File: src/hdl/sss_pkg.sv
// shared constants and types for the supply status register bank and its host
package sss_pkg;
	// device operating modes as seen by the flag gating
	typedef enum logic [2:0] {
		SSS_INIT, SSS_NORMAL, SSS_STOP, SSS_SLEEP, SSS_RESTART, SSS_FAILSAFE
	} sss_mode_e;

	// frame layout, frame bit 0 travels first
	localparam int         FRAME_BITS   = 16;
	localparam int         ADDR_BITS    = 7;
	localparam int         MODE_BIT     = 7;
	localparam int         DATA_LSB     = 8;

	// status register addresses
	localparam logic [6:0] ADDR_SUP_A   = 7'h40;
	localparam logic [6:0] ADDR_SUP_B   = 7'h41;
	localparam logic [6:0] ADDR_THERM   = 7'h42;
	localparam logic [6:0] ADDR_DEV     = 7'h43;
	localparam logic [6:0] ADDR_BUS     = 7'h44;
	localparam logic [6:0] ADDR_WAKE_A  = 7'h46;
	localparam logic [6:0] ADDR_WAKE_B  = 7'h47;
	localparam logic [6:0] ADDR_WAKE_L  = 7'h48;
	localparam logic [6:0] ADDR_PORT_OC = 7'h54;
	localparam logic [6:0] ADDR_PORT_OL = 7'h55;
	localparam logic [6:0] ADDR_SWK     = 7'h70;
	localparam logic [6:0] ADDR_SWK_EC  = 7'h71;
	localparam logic [6:0] ADDR_CDR_A   = 7'h72;
	localparam logic [6:0] ADDR_CDR_B   = 7'h73;
	localparam logic [6:0] ADDR_ID      = 7'h7E;

	// supply_fault_status_a fields
	localparam int         A_SUP_UV     = 6;
	localparam int         A_SUP_OV     = 5;
	localparam int         A_MAIN_OV    = 1;
	localparam int         A_MAIN_WARN  = 0;
	localparam logic [7:0] A_RC_MASK    = 8'h63;
	localparam logic [7:0] A_RST        = 8'h00;

	// supply_fault_status_b fields
	localparam int         B_POR        = 7;
	localparam int         B_AUX_OT     = 4;
	localparam int         B_AUX_UV     = 3;
	localparam int         B_MAIN_SC    = 2;
	localparam int         B_MAIN_UV    = 0;
	localparam logic [7:0] B_RC_MASK    = 8'h9D;
	localparam logic [7:0] B_RST_POR    = 8'h80;
	localparam logic [7:0] B_RST_SOFT   = 8'h00;

	// timing
	localparam int         CLK_PERIOD_NS = 10;
	localparam int         SHORT_TIME_US = 2000;
	localparam int         SHORT_CYC_DEF = (SHORT_TIME_US * 1000) / CLK_PERIOD_NS;
	localparam int         SCLK_HALF_CYC = 4;
	localparam int         CS_GAP_CYC    = 8;

	// host controller register map (APB byte addresses)
	localparam logic [7:0] H_CMD        = 8'h00;
	localparam logic [7:0] H_STATUS     = 8'h04;
	localparam logic [7:0] H_INT_STAT   = 8'h08;
	localparam logic [7:0] H_INT_MASK   = 8'h0C;
	localparam int         CMD_CLR_BIT  = 7;
	localparam int         ST_BUSY_BIT  = 0;
	localparam int         ST_DATA_LSB  = 8;
	localparam int         INT_DONE     = 0;
	localparam int         INT_DROP     = 1;
	localparam logic [1:0] INT_RST      = 2'h0;
endpackage

File: src/hdl/sss_spi_if.sv
// four-wire serial link between the host controller and the status bank
`timescale 1ns/100ps
interface sss_spi_if;
	logic sclk;
	logic cs_n;
	logic mosi;
	logic miso_o;
	logic miso_oe;
	logic miso;

	// an undriven return line reads low
	assign miso = miso_oe ? miso_o : 1'b0;

	modport host (output sclk, output cs_n, output mosi, input miso);
	modport dev  (input sclk, input cs_n, input mosi, output miso_o, output miso_oe);
endinterface

File: src/hdl/sss_device.sv
// supply status register bank reached over the serial link
`timescale 1ns/100ps

module sss_device
	import sss_pkg::*;
#(
	parameter int          SHORT_CYC = SHORT_CYC_DEF,
	parameter logic [7:0]  ID_VALUE  = 8'h5A  // arbitrary identification value
)(
	input  wire logic      ref_clk,           // system clock
	input  wire logic      srst,              // power-on reset, sync, high
	sss_spi_if.dev         spi,               // serial link, device end
	input  wire sss_mode_e mode,              // current operating mode
	input  wire logic      soft_reset,        // soft reset command pulse
	input  wire logic      main_reg_on,       // main regulator enabled
	input  wire logic      charge_pump_enable,// charge pump enabled
	input  wire logic      load_peak_high,    // load above load_peak_threshold
	input  wire logic      reset_output_pin,  // reset output released (high)
	input  wire logic      sup_uv_det,        // battery_supply below uv level
	input  wire logic      sup_ov_det,        // battery_supply above ov level
	input  wire logic      main_ov_det,       // main_regulator_output overvoltage
	input  wire logic      main_warn_det,     // main output below prewarning level
	input  wire logic      main_below_rst,    // main output below reset threshold
	input  wire logic      aux_ot_det,        // aux regulator overtemperature
	input  wire logic      aux_uv_det,        // aux_regulator_output undervoltage
	output logic [7:0]     status_a,          // supply_fault_status_a contents
	output logic [7:0]     status_b           // supply_fault_status_b contents
);
	logic [1:0]  sclk_sync_ff, cs_sync_ff, mosi_sync_ff;
	logic        sclk_d_ff, cs_d_ff;
	logic        sclk_rise, sclk_fall, cs_rise, cs_fall, cs_act;
	logic [4:0]  bit_cnt_ff;
	logic [15:0] rx_ff;
	logic [7:0]  rd_ff;
	logic        miso_ff;
	logic [7:0]  sup_a_ff, sup_b_ff;
	logic [31:0] short_cnt_ff;
	logic        short_long;
	logic        frame_ok, clr_a, clr_b;
	logic [7:0]  set_a, set_b;
	logic        sleep_off, stop_exc, uv_en, ov_en, main_uv_upd;

	// link pins come from another clock; two stages before any use
	always_ff @(posedge ref_clk) begin
		sclk_sync_ff <= {sclk_sync_ff[0], spi.sclk};
		cs_sync_ff   <= {cs_sync_ff[0], spi.cs_n};
		mosi_sync_ff <= {mosi_sync_ff[0], spi.mosi};
		sclk_d_ff    <= sclk_sync_ff[1];
		cs_d_ff      <= cs_sync_ff[1];
	end

	assign cs_act    = ~cs_sync_ff[1];
	assign sclk_rise = sclk_sync_ff[1] & ~sclk_d_ff & cs_act;
	assign sclk_fall = ~sclk_sync_ff[1] & sclk_d_ff & cs_act;
	assign cs_rise   = cs_sync_ff[1] & ~cs_d_ff;
	assign cs_fall   = ~cs_sync_ff[1] & cs_d_ff;

	always_ff @(posedge ref_clk) begin
		if (srst || !cs_act) begin
			bit_cnt_ff <= 5'h00;
		end else if (sclk_rise && bit_cnt_ff < 5'(FRAME_BITS)) begin
			bit_cnt_ff <= bit_cnt_ff + 5'h01;
		end
	end

	always_ff @(posedge ref_clk) begin
		if (srst) begin
			rx_ff <= 16'h0000;
		end else if (sclk_rise && bit_cnt_ff < 5'(FRAME_BITS)) begin
			rx_ff[bit_cnt_ff[3:0]] <= mosi_sync_ff[1];
		end
	end

	function automatic logic [7:0] read_mux(input logic [6:0] a);
		logic [7:0] v;
		v = 8'h00;
		case (a)
			ADDR_SUP_A: v = sup_a_ff;
			ADDR_SUP_B: v = sup_b_ff;
			ADDR_ID:    v = ID_VALUE;
			// other status registers live outside this bank and read zero
			default:    v = 8'h00;
		endcase
		return v;
	endfunction

	// snapshot taken as the mode bit arrives, so a clear returns pre-clear data
	always_ff @(posedge ref_clk) begin
		if (srst) begin
			rd_ff <= 8'h00;
		end else if (sclk_rise && bit_cnt_ff == 5'(MODE_BIT)) begin
			rd_ff <= read_mux(rx_ff[ADDR_BITS-1:0]);
		end
	end

	// data byte bit k leaves as frame bit 8+k
	always_ff @(posedge ref_clk) begin
		if (srst || cs_fall) begin
			miso_ff <= 1'b0;
		end else if (sclk_fall) begin
			if (bit_cnt_ff >= 5'(DATA_LSB) && bit_cnt_ff < 5'(FRAME_BITS)) begin
				miso_ff <= rd_ff[bit_cnt_ff[2:0]];
			end else begin
				miso_ff <= 1'b0;
			end
		end
	end

	assign spi.miso_o  = miso_ff;
	assign spi.miso_oe = cs_act;

	// only a full frame with the mode bit high clears; reads never do
	assign frame_ok = cs_rise && bit_cnt_ff == 5'(FRAME_BITS);
	// clear strobe for the addressed byte
	assign clr_a    = frame_ok && rx_ff[MODE_BIT] && rx_ff[6:0] == ADDR_SUP_A;
	assign clr_b    = frame_ok && rx_ff[MODE_BIT] && rx_ff[6:0] == ADDR_SUP_B;

	// low-output timer while the regulator is switched on
	always_ff @(posedge ref_clk) begin
		if (srst || !(main_reg_on && main_below_rst)) begin
			short_cnt_ff <= 32'h00000000;
		end else if (short_cnt_ff != 32'(SHORT_CYC)) begin
			short_cnt_ff <= short_cnt_ff + 32'h00000001;
		end
	end
	assign short_long = short_cnt_ff == 32'(SHORT_CYC);

	// sleep with the main regulator off
	assign sleep_off = mode == SSS_SLEEP && !main_reg_on;
	assign stop_exc  = load_peak_high || sup_a_ff[A_MAIN_WARN];
	// supply detection needs the main regulator
	assign uv_en     = main_reg_on && (mode != SSS_STOP || stop_exc);
	// charge pump keeps overvoltage detection alive
	assign ov_en     = main_reg_on && (charge_pump_enable || mode != SSS_STOP || stop_exc);

	always_comb begin
		case (mode)
			SSS_NORMAL, SSS_STOP: main_uv_upd = 1'b1;
			SSS_INIT:             main_uv_upd = reset_output_pin;
			SSS_RESTART:          main_uv_upd = 1'b0;
			default:              main_uv_upd = !sleep_off;
		endcase
		if (short_long && !sleep_off) begin
			main_uv_upd = 1'b1;
		end
	end

	always_comb begin
		set_a              = 8'h00;
		set_a[A_SUP_UV]    = sup_uv_det && uv_en;
		set_a[A_SUP_OV]    = sup_ov_det && ov_en;
		set_a[A_MAIN_OV]   = main_ov_det && !sleep_off;
		set_a[A_MAIN_WARN] = main_warn_det;
	end

	always_comb begin
		set_b            = 8'h00;
		set_b[B_AUX_OT]  = aux_ot_det;
		set_b[B_AUX_UV]  = aux_uv_det;
		set_b[B_MAIN_SC] = short_long && !sleep_off;
		set_b[B_MAIN_UV] = main_below_rst && main_uv_upd;
	end

	// sticky flags; reserved bits masked off
	always_ff @(posedge ref_clk) begin
		if (srst || soft_reset) begin
			sup_a_ff <= A_RST;
		end else begin
			// set term applied after the clear
			sup_a_ff <= ((sup_a_ff & ~(clr_a ? A_RC_MASK : 8'h00)) | set_a) & A_RC_MASK;
		end
	end

	// power-on leaves the por bit set, soft reset does not
	always_ff @(posedge ref_clk) begin
		if (srst) begin
			sup_b_ff <= B_RST_POR;
		end else if (soft_reset) begin
			sup_b_ff <= B_RST_SOFT;
		end else begin
			// set term applied after the clear
			sup_b_ff <= ((sup_b_ff & ~(clr_b ? B_RC_MASK : 8'h00)) | set_b) & B_RC_MASK;
		end
	end

	assign status_a = sup_a_ff;
	assign status_b = sup_b_ff;
endmodule

File: src/flat_wrapper.sv
// flat-port wrapper written by rule: the top's interface ports become plain ports
module sss_device_flat import sss_pkg::*;
#(
	parameter int          SHORT_CYC = SHORT_CYC_DEF,
	parameter logic [7:0]  ID_VALUE  = 8'h5A                                   
)
  (ref_clk, srst, mode, soft_reset, main_reg_on, charge_pump_enable, load_peak_high, reset_output_pin, sup_uv_det, sup_ov_det, main_ov_det, main_warn_det, main_below_rst, aux_ot_det, aux_uv_det, status_a, status_b, spi_sclk, spi_cs_n, spi_mosi, spi_miso_o, spi_miso_oe);
  sss_spi_if spi_i ();
  input  wire logic ref_clk;
  input  wire logic srst;
  input  wire sss_mode_e mode;
  input  wire logic soft_reset;
  input  wire logic main_reg_on;
  input  wire logic charge_pump_enable;
  input  wire logic load_peak_high;
  input  wire logic reset_output_pin;
  input  wire logic sup_uv_det;
  input  wire logic sup_ov_det;
  input  wire logic main_ov_det;
  input  wire logic main_warn_det;
  input  wire logic main_below_rst;
  input  wire logic aux_ot_det;
  input  wire logic aux_uv_det;
  output logic [7:0] status_a;
  output logic [7:0] status_b;
  input wire logic [$bits(spi_i.sclk)-1:0] spi_sclk;
  input wire logic [$bits(spi_i.cs_n)-1:0] spi_cs_n;
  input wire logic [$bits(spi_i.mosi)-1:0] spi_mosi;
  output wire logic [$bits(spi_i.miso_o)-1:0] spi_miso_o;
  output wire logic [$bits(spi_i.miso_oe)-1:0] spi_miso_oe;
  assign spi_i.sclk = spi_sclk;
  assign spi_i.cs_n = spi_cs_n;
  assign spi_i.mosi = spi_mosi;
  assign spi_miso_o = spi_i.miso_o;
  assign spi_miso_oe = spi_i.miso_oe;
  sss_device #(.SHORT_CYC(SHORT_CYC), .ID_VALUE(ID_VALUE)) u_core (.ref_clk(ref_clk), .srst(srst), .spi(spi_i), .mode(mode), .soft_reset(soft_reset), .main_reg_on(main_reg_on), .charge_pump_enable(charge_pump_enable), .load_peak_high(load_peak_high), .reset_output_pin(reset_output_pin), .sup_uv_det(sup_uv_det), .sup_ov_det(sup_ov_det), .main_ov_det(main_ov_det), .main_warn_det(main_warn_det), .main_below_rst(main_below_rst), .aux_ot_det(aux_ot_det), .aux_uv_det(aux_uv_det), .status_a(status_a), .status_b(status_b));
endmodule
File: config.mk
export PLATFORM = sky130hd
export DESIGN_NAME = sss_device_flat
export DESIGN_NICKNAME = d
export VERILOG_FILES = /design/src/hdl/sss_pkg.sv /design/src/hdl/sss_spi_if.sv /design/src/hdl/sss_device.sv /design/src/flat_wrapper.sv
export SDC_FILE = /design/constraint.sdc
export NUM_CORES = 1
export LEC_CHECK = 0
export BUFFER_PORTS_ARGS = -buffer_cell sky130_fd_sc_hd__buf_4
export CORE_MARGIN = 8
export CORE_UTILIZATION = 33
export CTS_CLUSTER_SIZE = 24
export DETAILED_ROUTE_END_ITERATION = 10
export SLEW_MARGIN = 20
export SYNTH_ARGS = -nofsm -noshare
export SYNTH_HDL_FRONTEND = slang
export SYNTH_SLANG_ARGS = --single-unit
File: constraint.sdc
create_clock -name ref_clk -period 5 [get_ports ref_clk]
set_input_delay 0.25 -clock ref_clk [delete_from_list [all_inputs] [get_ports ref_clk]]
set_output_delay 0.25 -clock ref_clk [all_outputs]
set_load 0.005 [all_outputs]
==> impl_results.html <==
<table>
<tr><th>Metric</th><th>Value</th></tr>
<tr><th colspan="2">Routing</th></tr>
<tr><td>Count of antenna-violating nets left after detailed routing</td><td>0</td></tr>
<tr><td>Vias per cell</td><td>~5.1</td></tr>
<tr><td>Number of iterations in the first detailed-routing pass</td><td>4</td></tr>
<tr><td>Total Routed Length</td><td>7.648 mm</td></tr>
<tr><td>Average wire per cell in the routed design</td><td>13.96 um</td></tr>
<tr><td>Topmost layer with routed signal wires</td><td>met4</td></tr>
<tr><td>DRT iter0 DRCs</td><td>around 170</td></tr>
<tr><td>Met3 routed wirelength</td><td>approximately 340 um</td></tr>
<tr><td>Met2 WL</td><td>about 3.7 mm</td></tr>
<tr><td>Via count</td><td>around 2800</td></tr>
<tr><td>M1 WL</td><td>3.565 mm</td></tr>
<tr><td>DRC violations left</td><td>0</td></tr>
<tr><th colspan="2">Clocking</th></tr>
<tr><td>CTS tree</td><td>yes</td></tr>
<tr><td>Clock buffer count from CTS</td><td>9</td></tr>
<tr><td>CTS Root Buffer Type</td><td>sky130_fd_sc_hd__clkbuf_8</td></tr>
<tr><td>Maximum buffer depth of the clock tree</td><td>2</td></tr>
<tr><td>Cts-stage hold buffer count</td><td>3</td></tr>
<tr><td>Clock Latency Late Sink</td><td>between 300 and 400 ps</td></tr>
<tr><td>Level count of the clock H-tree</td><td>3</td></tr>
<tr><td>Number of resized instances in the post-cts repair step</td><td>0</td></tr>
<tr><td>Clock transition at path regs</td><td>about 80 ps</td></tr>
<tr><td>Number of clock sinks</td><td>roughly 70</td></tr>
<tr><td>Number of setup buffers added after CTS</td><td>0</td></tr>
<tr><th colspan="2">Floorplan</th></tr>
<tr><td>DIE AREA</td><td>between 10000 and 15000 um^2</td></tr>
<tr><td>Placeable core region</td><td>9774 um^2</td></tr>
<tr><td>Chip Height</td><td>approximately 120 um</td></tr>
<tr><td>Placement Rows</td><td>36</td></tr>
<tr><td>Initial standard-cell utilization of the core</td><td>0.3409</td></tr>
<tr><td>Width of the die</td><td>about 120 um</td></tr>
<tr><td>Number of placed I/O pins</td><td>38</td></tr>
<tr><th colspan="2">Cells and area</th></tr>
<tr><td>FF/Latch Area</td><td>~1400 um^2</td></tr>
<tr><td>Fin area</td><td>3881 um^2</td></tr>
<tr><td>Antenna diode count</td><td>0</td></tr>
<tr><td>Filler cells</td><td>between 1000 and 1500</td></tr>
<tr><td>Multi-input gate area in the final layout</td><td>between 1500 and 2000 um^2</td></tr>
<tr><td>Share of layout cells above drive strength 1</td><td>0.1398</td></tr>
<tr><td>Area growth, synth to finish</td><td>16.49%</td></tr>
<tr><td>Nets@finish</td><td>around 440</td></tr>
<tr><th colspan="2">Worst setup path</th></tr>
<tr><td>Startpoint type of the worst setup path</td><td>flop</td></tr>
<tr><td>Endpoint arrival time on the critical path</td><td>approximately 2700 ps</td></tr>
<tr><td>Crit path max fanout</td><td>15</td></tr>
<tr><td>Setup CP Type</td><td>reg -&gt; reg</td></tr>
<tr><td>CP Data Required Time</td><td>approximately 5300 ps</td></tr>
<tr><td>CP Capture Type</td><td>flop</td></tr>
<tr><th colspan="2">Timing</th></tr>
<tr><td>Max Slew Vio Count</td><td>0</td></tr>
<tr><td>Transition at the pin with the smallest max-transition slack</td><td>737.5 ps</td></tr>
<tr><td>Count of final hold-check violations</td><td>0</td></tr>
<tr><td>Total negative setup slack</td><td>0 ps</td></tr>
<tr><td>Worst slew slack as a fraction of its limit</td><td>0.5062</td></tr>
<tr><td>Unrepaired setup endpoints after global routing</td><td>no</td></tr>
<tr><td>Min cycle time layout</td><td>around 2400 ps</td></tr>
<tr><td>Skew final</td><td>11.15 ps</td></tr>
<tr><td>Fmax</td><td>approximately 0.42 GHz</td></tr>
<tr><td>Final number of setup-violating endpoints</td><td>0</td></tr>
<tr><td>Final period util</td><td>0.4767</td></tr>
<tr><th colspan="2">Yosys</th></tr>
<tr><td>Unique masters post-synth</td><td>48</td></tr>
<tr><td>Compound-gate portion of the synthesized area</td><td>0.1269</td></tr>
<tr><td>Main flop type after synthesis</td><td>sky130_fd_sc_hd__dfxtp_1</td></tr>
<tr><td>Xor/xnor cell area share of the yosys netlist</td><td>0.03417</td></tr>
<tr><td>Number of enable flip-flop cells after synthesis</td><td>0</td></tr>
<tr><td>Part of the Yosys area used for sequential elements</td><td>0.4266</td></tr>
<tr><td>Simple logic cell fraction of the synthesized area</td><td>0.2858</td></tr>
<tr><td>Synthesis Warnings</td><td>0</td></tr>
<tr><td>Main combinational cell family by area after synthesis</td><td>simple AND/OR/NAND/NOR gates</td></tr>
<tr><td>Adder and majority cell fraction of the synthesized area</td><td>0.02253</td></tr>
<tr><td>Mapped Cells</td><td>~390</td></tr>
<tr><td>Post-synthesis sequential element count</td><td>71</td></tr>
<tr><td>Async set-or-reset flop fraction in the synthesized netlist</td><td>0</td></tr>
<tr><td>Area of the mapped netlist</td><td>3332 um^2</td></tr>
<tr><td>Synthesized area per cell</td><td>8.632 um^2</td></tr>
<tr><td>Post-synthesis mux area share</td><td>0.04694</td></tr>
<tr><th colspan="2">Placement</th></tr>
<tr><td>Count of port buffers added during placement</td><td>30</td></tr>
<tr><td>Placed wire-length estimate after detailed placement</td><td>roughly 5.5 mm</td></tr>
<tr><td>Post-DP Area</td><td>between 3000 and 4000 um^2</td></tr>
<tr><td>Routability cong.</td><td>~0.79</td></tr>
<tr><th colspan="2">Global route</th></tr>
<tr><td>Antenna violations before repair</td><td>0</td></tr>
<tr><td>Largest net degree at the start of global routing</td><td>31</td></tr>
<tr><td>Vias in the first global route</td><td>between 2000 and 3000</td></tr>
<tr><td>Global-route congestion overflow total</td><td>0</td></tr>
<tr><td>Global-route total usage across every layer</td><td>0.1200</td></tr>
<tr><td>Global-route wire length before repair</td><td>between 10 and 15 mm</td></tr>
<tr><th colspan="2">Pwr</th></tr>
<tr><td>Standby leakage power</td><td>0.001406 uW</td></tr>
<tr><td>Peak VDD IR</td><td>between 0.2 and 0.25 mV</td></tr>
<tr><td>PD cells</td><td>291.9 nW/um^2</td></tr>
<tr><th colspan="2">Run status</th></tr>
<tr><td>Run status</td><td>finished, final reports clean</td></tr>
<tr><th colspan="2">Hold path</th></tr>
<tr><td>HP Class</td><td>in -&gt; reg</td></tr>
<tr><th colspan="2">Run</th></tr>
<tr><td>Reported max-cap violation count</td><td>0</td></tr>
</table>
[worst max-delay path, stage by stage (launching register included)]
cell,delay (ps)
sky130_fd_sc_hd__dfxtp_1,430
sky130_fd_sc_hd__and4_1,400
sky130_fd_sc_hd__nand4_1,510
sky130_fd_sc_hd__or4_2,800
sky130_fd_sc_hd__a21oi_1,160
[Yosys cell counts (all sizes together) (6+ instances only)]
| library cell | instances | area, um^2 |
|---|---|---|
| nor4 | 6 | 37.54 |
| buf | 10 | 73.82 |
| mux2i | 10 | 100.1 |
| nand2 | 28 | 105.1 |
| inv | 13 | 48.80 |
| o21ai | 15 | 75.07 |
| xor2 | 11 | 96.34 |
| ha | 6 | 75.07 |
| nor3 | 8 | 40.04 |
| a21oi | 30 | 150.1 |
| o31ai | 10 | 75.07 |
| clkbuf | 17 | 63.81 |
| dfxtp | 71 | 1421 |
| nor2 | 36 | 135.1 |
| or4 | 13 | 102.6 |
| nand4 | 16 | 115.1 |
| nand3 | 27 | 135.1 |
| and4 | 9 | 80.08 |
[state kept, by name, indices dropped and copies added (netlist names), 4 cells and up]
name                 cells
u_core.status_a          4
u_core.short_cnt_ff     32
u_core.status_b          5
u_core.rd_ff             8
u_core.bit_cnt_ff        5
u_core.rx_ff             8
[final cells by class]
type	instances	share of cell area
clock buffers	9	0.03191
clock inverters	7	0.02482
inverters	13	0.01257
multi-input cells	281	0.4539
flip-flops and latches	71	0.3662
well taps	133	0.04288
repair buffers	34	0.06770
[cell families (layout without fill, tap and decap cells)]
family	Yosys count	in the layout
and+or+nand+nor	172	172
DFF	71	71
AOI/OAI and AO/OA	70	70
buffers and inverters	40	63
xor gates and xnor gates	13	13
muxes	13	13
adders and majority gates	6	6
other	1	7
[report_power, final]
part           switching [uW]  internal (uW)
combinational            23.7           24.5
sequential               7.35            573
clock                     222            282
total                     253            880
[through the flow]
step	total power (uW)	utilization	hold slack [ps]	worst slack, ps	instances
2_1_floorplan	617.0	-	277.7	3076	392
6_report	1133	0.3971	137.0	2616	548
4_1_cts	1152	0.3962	117.4	2599	548
3_5_place_dp	639.2	0.3706	314.7	2612	529
3_3_place_gp	638.5	0.3706	322.6	2722	529
5_1_grt	1186	0.3971	114.6	2437	548
[layout by cell type, fill, tap and decap left out, types with 3 or more instances in the layout]
cell                            instances
sky130_fd_sc_hd__a211oi_1               5
sky130_fd_sc_hd__o21ai_0               15
sky130_fd_sc_hd__dlygate4sd3_1          3
sky130_fd_sc_hd__a21oi_1               30
sky130_fd_sc_hd__or3_1                  3
sky130_fd_sc_hd__buf_4                 31
sky130_fd_sc_hd__nor3_1                 8
sky130_fd_sc_hd__clkbuf_8               9
sky130_fd_sc_hd__or4_1                 11
sky130_fd_sc_hd__nor2_1                36
sky130_fd_sc_hd__and3_1                 4
sky130_fd_sc_hd__nand3_1               27
sky130_fd_sc_hd__mux2i_1               10
sky130_fd_sc_hd__xor2_1                11
sky130_fd_sc_hd__nor4_1                 6
sky130_fd_sc_hd__nor4b_1                3
sky130_fd_sc_hd__dfxtp_1               71
sky130_fd_sc_hd__o31ai_1               10
sky130_fd_sc_hd__nor2b_1                4
sky130_fd_sc_hd__and2_1                 3
sky130_fd_sc_hd__inv_1                 13
sky130_fd_sc_hd__nand2b_1               3
sky130_fd_sc_hd__and4_1                 8
sky130_fd_sc_hd__conb_1                 7
sky130_fd_sc_hd__nand4_1               15
sky130_fd_sc_hd__ha_1                   6
sky130_fd_sc_hd__nand2_1               28
[layer usage]
| layer | vias up | track usage |
|---|---|---|
| li1 | 1446 | - |
| met1 | 1308 | 0.1436 |
| met3 | 5 | 0.04395 |
| met2 | 48 | 0.1965 |
| met4 | 0 | 0.03630 |
| met5 | - | 0 |
[final timing paths]
path	startpoint	to	slack (ps)	cells after the start
worst max-delay path	u_core.short_cnt_ff[2]$_SDFFE_PP0P_	u_core.short_cnt_ff[18]$_SDFFE_PP0P_	2620	4
worst min-delay path	aux_ot_det	u_core.status_b[4]$_SDFF_PP0_	140	3
worst max register to register	u_core.short_cnt_ff[2]$_SDFFE_PP0P_	u_core.short_cnt_ff[18]$_SDFFE_PP0P_	2620	4
worst min register to register	u_core.sclk_sync_ff[0]$_DFF_P_	u_core.sclk_sync_ff[1]$_DFF_P_	330	0
No activity file was read; power rests on OpenSTA's default activity.
